===== config.mk =====
export PLATFORM = sky130hd
export DESIGN_NAME = lcm_regs
export DESIGN_NICKNAME = d
export VERILOG_FILES = /design/src/lcm_pkg.sv /design/src/lcm_regs.sv
export VERILOG_INCLUDE_DIRS = /design/src
export SDC_FILE = /design/constraint.sdc
export NUM_CORES = 1
export LEC_CHECK = 0
export ABC_AREA = 1
export BUFFER_PORTS_ARGS = -buffer_cell sky130_fd_sc_hd__buf_2
export CAP_MARGIN = 20
export CORE_ASPECT_RATIO = 1.2
export CORE_MARGIN = 3
export CORE_UTILIZATION = 38
export DETAILED_ROUTE_END_ITERATION = 10
export GPL_TIMING_DRIVEN = 0
export HOLD_SLACK_MARGIN = 0.03
export PLACE_DENSITY = 0.7
export SLEW_MARGIN = 20
export SYNTH_ARGS = -nofsm -noshare
export SYNTH_HDL_FRONTEND = slang
export SYNTH_SLANG_ARGS = --single-unit
export TNS_END_PERCENT = 30

===== constraint.sdc =====
create_clock -name sys_clk -period 4.26 [get_ports sys_clk]
set_clock_uncertainty 0.2 [all_clocks]
set_input_delay 0.426 -clock sys_clk [delete_from_list [all_inputs] [get_ports sys_clk]]
set_output_delay 0.426 -clock sys_clk [all_outputs]
set_load 0.05 [all_outputs]

===== src/lcm_defs.svh =====
// Offsets, field positions, reset values and time steps of the meter bank.
`ifndef LCM_DEFS_SVH
`define LCM_DEFS_SVH

// Command byte layout.
`define LCM_CMD_WRITE_BIT   7
`define LCM_ADDR_W          7

// Register addresses carried in the low seven command bits.
`define LCM_ADDR_METER_CTRL 7'h09
`define LCM_ADDR_DEBOUNCE   7'h0A
`define LCM_ADDR_TX_LOW     7'h0B
`define LCM_ADDR_TX_HIGH    7'h0C
`define LCM_ADDR_RECOG_TIME 7'h0D
`define LCM_ADDR_RECOG_BRK  7'h0E
`define LCM_ADDR_END_TIME   7'h0F
`define LCM_ADDR_END_BRK    7'h10

// Level-meter control fields.
`define LCM_OVER_BIT        7
`define LCM_GAIN_BIT        6
`define LCM_RECT_BIT        5
`define LCM_THR_MSB         2
`define LCM_THR_LSB         0

// Debounce fields.
`define LCM_SUP_DB_MSB      7
`define LCM_SUP_DB_LSB      4
`define LCM_IO_DB_MSB       3
`define LCM_IO_DB_LSB       0

// Reset values.
`define LCM_RST_METER_CTRL  8'h00
`define LCM_RST_DEBOUNCE    8'h00
`define LCM_RST_RECOG_TIME  8'h13
`define LCM_RST_RECOG_BRK   8'h19
`define LCM_RST_END_TIME    8'h40
`define LCM_RST_END_BRK     8'h64
`define LCM_RST_TX          8'h00
`define LCM_RST_PORT_MODE   1'h1

// Time steps: 2000 us per debounce code over a 2500 us pin base, 16 ms and 4 ms per code.
`define LCM_SUP_DB_STEP_US  16'h07D0
`define LCM_IO_DB_BASE_US   16'h09C4
`define LCM_IO_DB_STEP_US   16'h07D0
`define LCM_RT_MS_PER_CODE  12'h010
`define LCM_BRK_MS_PER_CODE 10'h004

// Meter gain shift (times 16) and threshold step (12.5 % of full scale).
`define LCM_GAIN_SHIFT      4
`define LCM_THR_STEP_BITS   12

`endif


===== src/lcm_pkg.sv =====
// Types shared by the meter and tone register bank.
package lcm_pkg;

    typedef struct packed {
        logic       valid;
        logic [7:0] cmd;
        logic [7:0] wdata;
    } lcm_cmd_s;

    typedef struct packed {
        logic [11:0] recognition_time;
        logic [9:0]  recognition_break_time;
        logic [9:0]  end_detect_time;
        logic [7:0]  end_detect_break_time;
    } lcm_tone_ms_s;

endpackage


===== src/lcm_regs.sv =====
// Per-channel level-meter, debounce, sample monitor and tone timing bank.
//
// Operation
// RQ1: Command bit 7 writes, low bits pick register.
// RQ2: Over-threshold bit read-only, zero after reset.
// RQ3: Flag high above threshold, low below.
// RQ4: Threshold code steps 12.5 percent from zero.
// RQ5: Gain-boost bit multiplies meter path by 16.
// RQ6: Rectifier bit enables rectifier, else bypassed.
// RQ7: Debounce register holds supervision and pin fields.
// RQ8: Low monitor holds low byte or whole sample.
// RQ9: High monitor holds high byte, compressed 00H.
// RQ10: Monitor registers exist only in microprocessor mode.
// RQ11: Recognition time code is milliseconds over 16.
// RQ12: Recognition break code is milliseconds over 4.
// RQ13: End detection code is milliseconds over 4.
// RQ14: End detection break code is plain milliseconds.
// RQ15: Meter source bit picks DC or AC path.
// RQ16: Flag re-evaluated on every new meter result.
`timescale 1ns/1ps
`include "lcm_defs.svh"

module lcm_regs
    import lcm_pkg::*;
(
    // Clock and reset
    input  wire logic               sys_clk,
    input  wire logic               rst_n,
    // Command-byte port
    input  lcm_cmd_s                cmd_in,
    output logic                    rd_valid,
    output logic [7:0]              rd_data,
    // Programming mode pin, high for the microprocessor port
    input  wire logic               port_mode_pin,
    // Level meter
    input  wire logic               meter_source_sel,
    input  wire logic               meter_result_valid,
    input  wire logic signed [15:0] meter_dc_result,
    input  wire logic signed [15:0] meter_ac_result,
    output logic                    over_threshold_flag,
    output logic signed [15:0]      meter_value,
    output logic                    meter_gain_boost,
    output logic                    meter_rectifier_on,
    output logic [2:0]              meter_threshold_sel,
    // Transmit sample monitor
    input  wire logic               tx_sample_valid,
    input  wire logic               tx_linear,
    input  wire logic [15:0]        tx_sample,
    // Debounce settings
    output logic [3:0]              supervision_debounce_sel,
    output logic [3:0]              pin_input_debounce_sel,
    output logic [15:0]             supervision_debounce_us,
    output logic [15:0]             pin_input_debounce_us,
    // Tone detector timing
    output lcm_tone_ms_s            tone_detector_times
);

    // Reset release synchroniser.
    logic rst_s1_q;
    logic rst_s2_q;
    logic rst_sync_n;

    always_ff @(posedge sys_clk or negedge rst_n) begin
        if (!rst_n) begin
            rst_s1_q <= 1'h0;
            rst_s2_q <= 1'h0;
        end else begin
            rst_s1_q <= 1'h1;
            rst_s2_q <= rst_s1_q;
        end
    end

    assign rst_sync_n = rst_s2_q;

    // Mode pin filter: three stages, a change counts once the last two
    // agree, so a single metastable sample cannot flip the mode.
    logic mode_s1_q;
    logic mode_s2_q;
    logic mode_s3_q;
    logic port_mode_q;
    logic port_mode_d;

    always_comb begin
        port_mode_d = port_mode_q;
        if (mode_s2_q == mode_s3_q) begin
            port_mode_d = mode_s3_q;
        end
    end

    always_ff @(posedge sys_clk or negedge rst_sync_n) begin
        if (!rst_sync_n) begin
            mode_s1_q   <= `LCM_RST_PORT_MODE;
            mode_s2_q   <= `LCM_RST_PORT_MODE;
            mode_s3_q   <= `LCM_RST_PORT_MODE;
            port_mode_q <= `LCM_RST_PORT_MODE;
        end else begin
            mode_s1_q   <= port_mode_pin;
            mode_s2_q   <= mode_s1_q;
            mode_s3_q   <= mode_s2_q;
            port_mode_q <= port_mode_d;
        end
    end

    // Command decode and host-visible registers.
    logic [7:0]            meter_ctrl_q;
    logic [7:0]            meter_ctrl_d;
    logic [7:0]            debounce_q;
    logic [7:0]            debounce_d;
    logic [7:0]            recog_time_code_q;
    logic [7:0]            recog_time_code_d;
    logic [7:0]            recog_break_code_q;
    logic [7:0]            recog_break_code_d;
    logic [7:0]            end_time_code_q;
    logic [7:0]            end_time_code_d;
    logic [7:0]            end_break_code_q;
    logic [7:0]            end_break_code_d;
    logic                  rd_valid_q;
    logic                  rd_valid_d;
    logic [7:0]            rd_data_q;
    logic [7:0]            rd_data_d;
    logic [7:0]            tx_low_q;
    logic [7:0]            tx_high_q;
    logic                  over_q;
    logic [`LCM_ADDR_W-1:0] addr;
    logic                  is_write;

    assign addr     = cmd_in.cmd[`LCM_ADDR_W-1:0];
    assign is_write = cmd_in.cmd[`LCM_CMD_WRITE_BIT];

    always_comb begin
        meter_ctrl_d       = meter_ctrl_q;
        debounce_d         = debounce_q;
        recog_time_code_d  = recog_time_code_q;
        recog_break_code_d = recog_break_code_q;
        end_time_code_d    = end_time_code_q;
        end_break_code_d   = end_break_code_q;
        rd_valid_d         = 1'h0;
        rd_data_d          = rd_data_q;
        if (cmd_in.valid && is_write) begin // RQ1
            case (addr)
                `LCM_ADDR_METER_CTRL: begin
                    // Flag and reserved bits are not stored.
                    meter_ctrl_d = 8'h00; // RQ2
                    meter_ctrl_d[`LCM_GAIN_BIT] =
                        cmd_in.wdata[`LCM_GAIN_BIT]; // RQ5
                    meter_ctrl_d[`LCM_RECT_BIT] =
                        cmd_in.wdata[`LCM_RECT_BIT]; // RQ6
                    meter_ctrl_d[`LCM_THR_MSB:`LCM_THR_LSB] =
                        cmd_in.wdata[`LCM_THR_MSB:`LCM_THR_LSB]; // RQ4
                end
                `LCM_ADDR_DEBOUNCE:   debounce_d = cmd_in.wdata; // RQ7
                `LCM_ADDR_RECOG_TIME: begin
                    recog_time_code_d = cmd_in.wdata; // RQ11
                end
                `LCM_ADDR_RECOG_BRK: begin
                    recog_break_code_d = cmd_in.wdata; // RQ12
                end
                `LCM_ADDR_END_TIME: begin
                    end_time_code_d = cmd_in.wdata; // RQ13
                end
                `LCM_ADDR_END_BRK: begin
                    end_break_code_d = cmd_in.wdata; // RQ14
                end
                default: begin
                    // Monitor and unmapped addresses ignore writes.
                    rd_data_d = rd_data_q;
                end
            endcase
        end else if (cmd_in.valid) begin // RQ1
            rd_valid_d = 1'h1;
            case (addr)
                `LCM_ADDR_METER_CTRL: begin
                    rd_data_d = meter_ctrl_q;
                    rd_data_d[`LCM_OVER_BIT] = over_q; // RQ2
                end
                `LCM_ADDR_DEBOUNCE:   rd_data_d = debounce_q;
                `LCM_ADDR_TX_LOW: begin
                    rd_data_d = port_mode_q ? tx_low_q : 8'h00; // RQ10
                end
                `LCM_ADDR_TX_HIGH: begin
                    rd_data_d = port_mode_q ? tx_high_q : 8'h00; // RQ10
                end
                `LCM_ADDR_RECOG_TIME: rd_data_d = recog_time_code_q;
                `LCM_ADDR_RECOG_BRK:  rd_data_d = recog_break_code_q;
                `LCM_ADDR_END_TIME:   rd_data_d = end_time_code_q;
                `LCM_ADDR_END_BRK:    rd_data_d = end_break_code_q;
                default:              rd_data_d = 8'h00;
            endcase
        end
    end

    always_ff @(posedge sys_clk or negedge rst_sync_n) begin
        if (!rst_sync_n) begin
            meter_ctrl_q       <= `LCM_RST_METER_CTRL;
            debounce_q         <= `LCM_RST_DEBOUNCE;
            recog_time_code_q  <= `LCM_RST_RECOG_TIME;
            recog_break_code_q <= `LCM_RST_RECOG_BRK;
            end_time_code_q    <= `LCM_RST_END_TIME;
            end_break_code_q   <= `LCM_RST_END_BRK;
            rd_valid_q         <= 1'h0;
            rd_data_q          <= 8'h00;
        end else begin
            meter_ctrl_q       <= meter_ctrl_d;
            debounce_q         <= debounce_d;
            recog_time_code_q  <= recog_time_code_d;
            recog_break_code_q <= recog_break_code_d;
            end_time_code_q    <= end_time_code_d;
            end_break_code_q   <= end_break_code_d;
            rd_valid_q         <= rd_valid_d;
            rd_data_q          <= rd_data_d;
        end
    end

    // Level-meter path: source, gain, rectifier and threshold compare.
    logic signed [15:0] meter_src;
    logic signed [19:0] meter_wide;
    logic signed [15:0] meter_gained;
    logic [16:0]        meter_mag;
    logic [14:0]        meter_thr;
    logic signed [15:0] meter_value_q;
    logic signed [15:0] meter_value_d;
    logic               over_d;

    always_comb begin
        meter_src = meter_source_sel ? meter_ac_result
                                     : meter_dc_result; // RQ15
        meter_wide = {{4{meter_src[15]}}, meter_src} <<< `LCM_GAIN_SHIFT;
        // Boosted values saturate rather than wrap, so a loud signal can
        // never fold back below the threshold.
        meter_gained = meter_src;
        if (meter_ctrl_q[`LCM_GAIN_BIT]) begin // RQ5
            if (meter_wide[19:15] == 5'h00 || meter_wide[19:15] == 5'h1F) begin
                meter_gained = meter_wide[15:0];
            end else if (meter_wide[19]) begin
                meter_gained = 16'sh8000;
            end else begin
                meter_gained = 16'sh7FFF;
            end
        end
        meter_mag = meter_gained[15] ? 17'(-{meter_gained[15], meter_gained})
                                     : {1'h0, meter_gained};
        meter_thr = {meter_ctrl_q[`LCM_THR_MSB:`LCM_THR_LSB],
                     {`LCM_THR_STEP_BITS{1'h0}}}; // RQ4
        meter_value_d = meter_value_q;
        over_d        = over_q;
        if (meter_result_valid) begin // RQ16
            over_d = meter_mag > {2'h0, meter_thr}; // RQ3
            if (meter_ctrl_q[`LCM_RECT_BIT]) begin // RQ6
                // A magnitude of 8000H cannot be shown signed, so it clips.
                meter_value_d = (meter_mag[16:15] != 2'h0) ? 16'sh7FFF
                                              : meter_mag[15:0];
            end else begin
                meter_value_d = meter_gained;
            end
        end
    end

    always_ff @(posedge sys_clk or negedge rst_sync_n) begin
        if (!rst_sync_n) begin
            meter_value_q <= 16'sh0000;
            over_q        <= 1'h0; // RQ2
        end else begin
            meter_value_q <= meter_value_d;
            over_q        <= over_d;
        end
    end

    // Transmit sample monitor, frozen outside microprocessor mode.
    logic [7:0] tx_low_d;
    logic [7:0] tx_high_d;

    always_comb begin
        tx_low_d  = tx_low_q;
        tx_high_d = tx_high_q;
        if (tx_sample_valid && port_mode_q) begin // RQ10
            tx_low_d  = tx_sample[7:0]; // RQ8
            tx_high_d = tx_linear ? tx_sample[15:8] : 8'h00; // RQ9
        end
    end

    always_ff @(posedge sys_clk or negedge rst_sync_n) begin
        if (!rst_sync_n) begin
            tx_low_q  <= `LCM_RST_TX;
            tx_high_q <= `LCM_RST_TX;
        end else begin
            tx_low_q  <= tx_low_d;
            tx_high_q <= tx_high_d;
        end
    end

    // Decoded times for the debounce filters and tone detector.
    logic [15:0]  sup_us_q;
    logic [15:0]  sup_us_d;
    logic [15:0]  io_us_q;
    logic [15:0]  io_us_d;
    lcm_tone_ms_s tone_q;
    lcm_tone_ms_s tone_d;

    always_comb begin
        sup_us_d = ({12'h000, debounce_q[`LCM_SUP_DB_MSB:`LCM_SUP_DB_LSB]}
                    + 16'h0001) * `LCM_SUP_DB_STEP_US; // RQ7
        io_us_d  = `LCM_IO_DB_BASE_US
                   + {12'h000, debounce_q[`LCM_IO_DB_MSB:`LCM_IO_DB_LSB]}
                   * `LCM_IO_DB_STEP_US; // RQ7
        tone_d.recognition_time = {4'h0, recog_time_code_q}
                                  * `LCM_RT_MS_PER_CODE; // RQ11
        tone_d.recognition_break_time = {2'h0, recog_break_code_q}
                                        * `LCM_BRK_MS_PER_CODE; // RQ12
        tone_d.end_detect_time = {2'h0, end_time_code_q}
                                 * `LCM_BRK_MS_PER_CODE; // RQ13
        tone_d.end_detect_break_time = end_break_code_q; // RQ14
    end

    always_ff @(posedge sys_clk or negedge rst_sync_n) begin
        if (!rst_sync_n) begin
            sup_us_q <= 16'h0000;
            io_us_q  <= 16'h0000;
            tone_q   <= '0;
        end else begin
            sup_us_q <= sup_us_d;
            io_us_q  <= io_us_d;
            tone_q   <= tone_d;
        end
    end

    // Outputs.
    assign rd_valid                 = rd_valid_q;
    assign rd_data                  = rd_data_q;
    assign over_threshold_flag      = over_q;
    assign meter_value              = meter_value_q;
    assign meter_gain_boost         = meter_ctrl_q[`LCM_GAIN_BIT];
    assign meter_rectifier_on       = meter_ctrl_q[`LCM_RECT_BIT];
    assign meter_threshold_sel      =
        meter_ctrl_q[`LCM_THR_MSB:`LCM_THR_LSB];
    assign supervision_debounce_sel =
        debounce_q[`LCM_SUP_DB_MSB:`LCM_SUP_DB_LSB];
    assign pin_input_debounce_sel   =
        debounce_q[`LCM_IO_DB_MSB:`LCM_IO_DB_LSB];
    assign supervision_debounce_us  = sup_us_q;
    assign pin_input_debounce_us    = io_us_q;
    assign tone_detector_times      = tone_q;

endmodule


==> out/metrics.csv, run 1 <==
stage,metric,value,unit
clocking,h-tree-depth,4,
detailed_routing,via_per_inst,4.90,
critical_path,arrival,4210,ps
clocking,cts_tree,yes,
clocking,clkLatencyLatePin,430,ps
yosys,netlist_area,8130,sq um
timing,max_freq,0.246,GHz
yosys,ys_ff_latch,150,
pwr,peakVddDrop,276,uV
global_routing,grt_pass1_vias,6877,
clocking,cts.path.max_buffers,2,
detailed_routing,first_pass_iters,6,
yosys,synth_cell_types,48,
critical_path,cp_common_cell,nor2_1,
placement,dpl_cell_area,9430,sq um
critical_path,cp.depth,18,
critical_path,rr_worst_depth,18,
layout,final_area,10300,sq um
placement,gp_congestion,0.894,
timing,fin_crit,4060,ps
critical_path,cp-start-kind,flip-flop,
global_routing,antenna_found_initial,0,
yosys,synth_edf_count,0,
timing,hold_viol,0,
layout,drive_above_1_share,0.263,
yosys,yosys-top-cells-area,"dfrtp_1 42%, nand2_1 9.9%, ha_1 6.2%",
detailed_routing,drt_iter0_markers,374,
detailed_routing,detail_route.drc_violations,0,
min_path,hold_path.class,in -> reg,
detailed_routing,wire_per_inst,15.8,microns
critical_path,crit_slowest_cell,fa_2,
timing,slew_violations,0,
placement,io_buffers,165,
floorplan,start_util,0.388,
yosys,yosys_warnings,0,
yosys,postSynthCellCount,921,
pwr,p_per_area,418,nW/um^2
critical_path,critPathKind,reg -> reg,
global_routing,grt_pass1_wl,35600,microns
critical_path,end_kind,flip-flop,
layout,n_antenna_cell,0,
detailed_routing,num_vias,6973,
global_routing,grt_use_total,0.193,
timing,slew_headroom,0.415,
floorplan,dieWidth,140,microns
critical_path,worstPathMaxFanout,4,
yosys,async_reset_ff_frac,1.00,
timing,worst_slew_pin_slew,875,ps
floorplan,coreArea,21000,sq um
placement,dp.cells,1374,
clocking,cts_sinks,150,
floorplan,die_h,166,microns
yosys,ys_seq_area_frac,0.464,
layout,nFillCells,2002,
yosys,syn_area_per_cell,8.83,sq um
run,maxCapViolCount,0,
critical_path,crit_family,adder cells,
clocking,numCtsBuffers,17,
critical_path,r2r_slack,200,ps
timing,finalCritPeriodShare,0.953,
layout,stdcell_count,1424,
floorplan,num_io_pins,183,
yosys,synth_top_area_frac,0.419,
critical_path,cp_slowest_stage_delay,580,ps
global_routing,grt_overflow,0,
placement,dp_hpwl,17200,microns
pwr,leakage,5.34,nW
global_routing,grt_start_max_net_pins,54,
floorplan,row_count,58,
timing,setup_violations,0,
pwr,power,4.33,mW
layout,nets,1270,
detailed_routing,ant_nets,0,
critical_path,critPathRequiredTime,4410,ps
timing,timing.setup.tns,0,ps
floorplan,dieArea,23200,sq um
critical_path,path_cells,ha_4 -> xor2_4 -> inv_2 -> fa_2 -> fa_1 -> fa_1 -> inv_1 -> ha_4 -> a21oi_2 -> nand2_1 -> a21oi_2 -> inv_1 -> a21oi_2 -> nor2_1 -> nor2_1 -> nor2_1 -> nor2_1 -> xor2_1,
yosys,yosysTopAreaCell,dfrtp_1,
clocking,path_clk_slew,60,ps
min_path,whs_path_depth,2,
run_status,status,"finished, final reports clean",
detailed_routing,drt-total-wl,22400,microns
layout,syn_to_final_growth,27.2,%
critical_path,critPathBufInv,3,
yosys,synthFlopType,dfrtp_1,
clocking,cts-root-buf,clkbuf_16,
==> area by class of cell <==
type | instances | area, sq um | area share
buffer | 39 | 230 | 0.0223
clock buffer | 18 | 439 | 0.0425
clock inverter | 14 | 210 | 0.0203
inverter | 102 | 383 | 0.0370
multi-input combinational | 645 | 3910 | 0.378
sequential | 150 | 3780 | 0.365
tap | 270 | 338 | 0.0327
timing repair buffer | 186 | 1060 | 0.102
==> cell usage in the layout, fill, tap and decap left out, types with 3 or more instances in the layout <==
cell / instances
a21oi_1: 33
a21oi_2: 4
a22o_1: 14
buf_2: 166
buf_4: 27
bufinv_16: 4
clkbuf_1: 16
clkbuf_16: 17
conb_1: 17
dfrtp_1: 132
dfrtp_2: 3
dfstp_2: 14
dlygate4sd3_1: 9
fa_1: 16
ha_1: 38
inv_1: 96
inv_2: 5
inv_6: 5
mux2_2: 10
mux2i_1: 4
nand2_1: 213
nand2_2: 11
nand3_1: 30
nand3b_1: 3
nand4_1: 7
nor2_1: 74
o21a_1: 4
o21ai_0: 88
o21bai_1: 3
o22ai_1: 10
o41ai_1: 6
or2_2: 7
xnor2_1: 9
xor2_1: 13
==> metrics by stage <==
stage / hold WS (ps) / setup slack, ps / util
CTS: 32.8 / 20.2 / 0.489
finish: 40.9 / 199 / 0.493
global route: 38.6 / -100 / 0.493
floorplan: -69.6 / -264 / -
global placement: 12.3 / -392 / 0.446
detailed placement: -46.7 / -407 / 0.450
==> synth_stat cells (all sizes together), types with 15 or more instances <==
cell      n
fa       17
dfrtp   136
buf      23
nand2   224
o21ai    93
inv     101
ha       40
clkbuf   16
a21oi    37
xor2     15
nand3    33
nor2     77
==> state kept, by name, indices dropped and copies added, names as in the netlist <==
signal                   count
debounce_q                   8
end_break_code_q             8
end_time_code_q              8
meter_ctrl_q                 5
meter_value                 16
mode_s1_q                    1
mode_s2_q                    1
mode_s3_q                    1
over_threshold_flag          1
pin_input_debounce_us       13
port_mode_q                  1
rd_data                      8
rd_valid                     1
recog_break_code_q           8
recog_time_code_q            8
rst_s1_q                     1
rst_s2_q                     1
supervision_debounce_us     12
tone_detector_times         32
tx_high_q                    8
tx_low_q                     8
==> path summary, 6_finish.rpt <==
path | from | to
setup / recovery | debounce_q[5] | supervision_debounce_us[15]
max in group asynchronous | rst_s2_q | tone_detector_times[6]
min in group asynchronous | rst_n | rst_s2_q
hold / removal | tx_sample[6] | tx_low_q[6]
setup reg to reg | debounce_q[5] | supervision_debounce_us[15]
hold reg to reg | rst_s2_q | meter_value[0]
==> repair_timing <==
| item | 4_1_cts | 5_1_grt |
|---|---|---|
| buffers inserted | 4 | 5 |
| endpoints found under the hold margin | 16 | 0 |
| pin swaps | 1 | 9 |
| resized for setup | 10 | 10 |
| gates cloned | 0 | 0 |
| hold buffers | 9 | 0 |
| endpoints found under the setup margin | 3 | 3 |
==> metal layers <==
layer | track usage | part of all wire | vias to the layer above
met4 | 0.0792 | 0.029 | 0
met3 | 0.0426 | 0.054 | 43
met5 | 0 | 0 | -
met1 | 0.241 | 0.42 | 3311
li1 | - | - | 3410
met2 | 0.323 | 0.49 | 209
==> logic make-up after synthesis <==
group / synth area share
compound gates: 0.126
xor+xnor: 0.0259
fa+ha+maj: 0.105
buf+inv: 0.0754
flops: 0.464
mux: 0.0188
other cells: 0.000924
simple gates: 0.184
==> where the power goes <==
part / total (mW) / internal [mW] / switching (mW)
Combinational: 1.02 / 0.305 / 0.717
Sequential: 1.63 / 1.56 / 0.0714
Clock: 1.67 / 1.01 / 0.658
Total: 4.33 / 2.88 / 1.45
Power figures use the tool's default switching activity.
==> run 2: changes to the inputs <==
- CELL_PAD_IN_SITES_DETAIL_PLACEMENT: not set -> 0
- CELL_PAD_IN_SITES_GLOBAL_PLACEMENT: not set -> 2
- CORE_UTILIZATION: 38 -> 29
- PLACE_DENSITY: 0.7 -> 0.84
==> run 2 against run 1 <==
Sequential share of layout area is 0.20 points lower; non-clock buffer count shrank 1; largest cell class unchanged; clock-buffer cell count rose by 2; highest routed layer unchanged; critical endpoint unchanged.
==> out/metrics.csv, run 2 (synthesis results as in run 1) <==
stage,metric,value,unit
clocking,cts_sinks,150,
detailed_routing,wire_per_inst,15.5,microns
clocking,h-tree-depth,4,
floorplan,start_util,0.297,
detailed_routing,ant_nets,0,
timing,setup_violations,0,
critical_path,critPathBufInv,2,
detailed_routing,drt_iter0_markers,357,
detailed_routing,num_vias,6847,
layout,final_common_cell,nand2_1,
global_routing,grt_pass1_wl,37800,microns
global_routing,grt_use_total,0.159,
floorplan,die_h,189,microns
layout,drive_above_1_share,0.258,
critical_path,cp_slowest_stage_delay,610,ps
global_routing,grt_pass1_vias,6795,
timing,timing.setup.tns,0,ps
global_routing,grt_start_max_net_pins,48,
detailed_routing,first_pass_iters,4,
layout,layout_common_cells,"214 x nand2_1, 166 x buf_2, 132 x dfrtp_1, 96 x inv_1, 88 x o21ai_0",
timing,max_freq,0.246,GHz
timing,rsz0062_at_grt,yes,
detailed_routing,via_per_inst,4.48,
layout,largest_register_ffs,32,
clocking,cts.path.max_buffers,2,
timing,fin_crit,4070,ps
detailed_routing,drt-total-wl,23700,microns
floorplan,row_count,66,
placement,dp_hpwl,18400,microns
clocking,cts_tree,yes,
critical_path,cp_common_cell,nor2_1,
floorplan,dieWidth,159,microns
placement,io_buffers,165,
pwr,power,4.17,mW
layout,nets,1269,
pwr,p_per_area,401,nW/um^2
pwr,leakage,5.31,nW
pwr,peakVddDrop,255,uV
critical_path,crit_slowest_cell,fa_2,
timing,slew_headroom,0.330,
layout,syn_to_final_growth,27.9,%
critical_path,arrival,4210,ps
critical_path,path_cells,ha_4 -> nand2_1 -> nor2_4 -> fa_2 -> fa_1 -> fa_1 -> inv_1 -> ha_1 -> a21oi_1 -> nand2_1 -> a21oi_2 -> inv_1 -> a21oi_2 -> nor2_1 -> nor2_1 -> nor2_1 -> nor2_1 -> xor2_1,
critical_path,end_kind,flip-flop,
timing,slew_violations,0,
global_routing,grt_overflow,0,
critical_path,critPathRequiredTime,4400,ps
critical_path,worstPathMaxFanout,4,
floorplan,coreArea,27300,sq um
placement,gp_congestion,0.841,
clocking,numCtsBuffers,17,
global_routing,antenna_found_initial,0,
timing,hold_viol,0,
clocking,cts-root-buf,clkbuf_16,
timing,worst_slew_pin_slew,1000,ps
layout,n_antenna_cell,0,
clocking,path_clk_slew,60,ps
critical_path,critPathKind,reg -> reg,
run_status,status,"finished, final reports clean",
timing,finalCritPeriodShare,0.955,
clocking,clkLatencyLatePin,420,ps
floorplan,num_io_pins,183,
floorplan,dieArea,30100,sq um
detailed_routing,detail_route.drc_violations,0,
critical_path,cp-start-kind,flip-flop,
run,maxCapViolCount,0,
critical_path,crit_family,adder cells,
min_path,hold_path.class,in -> reg,
-- run 2: cell types whose count changed in the layout (fill, tap and decap cells not counted), moves of 2 or more --
cell | before | now
bufinv_16 | 4 | 2
inv_8 | 2 | 0
buf_4 | 27 | 25
buf_12 | 1 | 3
clkinv_4 | 1 | 4
inv_6 | 5 | 3
-- run 2: report_power, final --
part / switching [mW] / total [mW] / internal, mW
Clock: 0.628 / 1.53 / 0.902
Combinational: 0.714 / 1.01 / 0.295
Sequential: 0.0756 / 1.64 / 1.56
Total: 1.42 / 4.17 / 2.76
-- run 2: layer usage --
metal,track usage,vias to the layer above,share of wire
met2,0.270,175,0.49
li1,-,3411,-
met1,0.206,3229,0.44
met5,0,-,0
met3,0.0317,32,0.045
met4,0.0472,0,0.024
-- run 2: worst paths after layout --
check                         startpoint                     endpoint  slack, ps  depth (start not counted)
min in group asynchronous       rst_s2_q     pin_input_debounce_us[2]         70                          0
max in group asynchronous       rst_s2_q         recog_time_code_q[0]       3150                          1
hold reg to reg                 rst_s2_q     pin_input_debounce_us[2]         70                          0
hold / removal             tx_sample[13]                 tx_high_q[5]         60                          3
setup / recovery           debounce_q[5]  supervision_debounce_us[15]        190                         18
setup reg to reg           debounce_q[5]  supervision_debounce_us[15]        190                         18
-- run 2: worst register-to-register path, delay by kind of cell, from the launching register on --
family	cells	cell delay [ps]
DFF	1	450
and+or+nand+nor	7	580
AOI/OAI and AO/OA	3	430
adders and majority gates	5	2110
xor gates and xnor gates	1	140
buffers and inverters	2	90
-- run 2: timing repair --
action                                  CTS  global route
gates resized for setup                  11             5
pin swaps                                 2             2
hold endpoints to repair                 11             0
endpoints found under the setup margin    3             3
buffers inserted                          4             4
hold buffers                             10             0
-- run 2: metrics by stage --
stage	cells	hold slack [ps]	utilization	setup WS, ps	cell area [sq um]
5_1_grt	1527	49.8	0.380	-68.5	10400
3_5_place_dp	1478	13.7	0.350	-433	9550
2_1_floorplan	936	-69.6	-	-264	8190
6_report	1527	55.5	0.380	191	10400
3_3_place_gp	1475	11.8	0.347	-436	9480
4_1_cts	1524	45.1	0.378	10.7	10300
-- run 2: cell type report --
type                            instances  area (sq um)
Sequential cell                       150          3780
Inverter                              102           383
Multi-Input combinational cell        645          3880
Tap cell                              374           468
Clock inverter                         12           141
Fill cell                            2861         16900
Buffer                                 38           226
Clock buffer                           20           457
Timing Repair Buffer                  186          1070
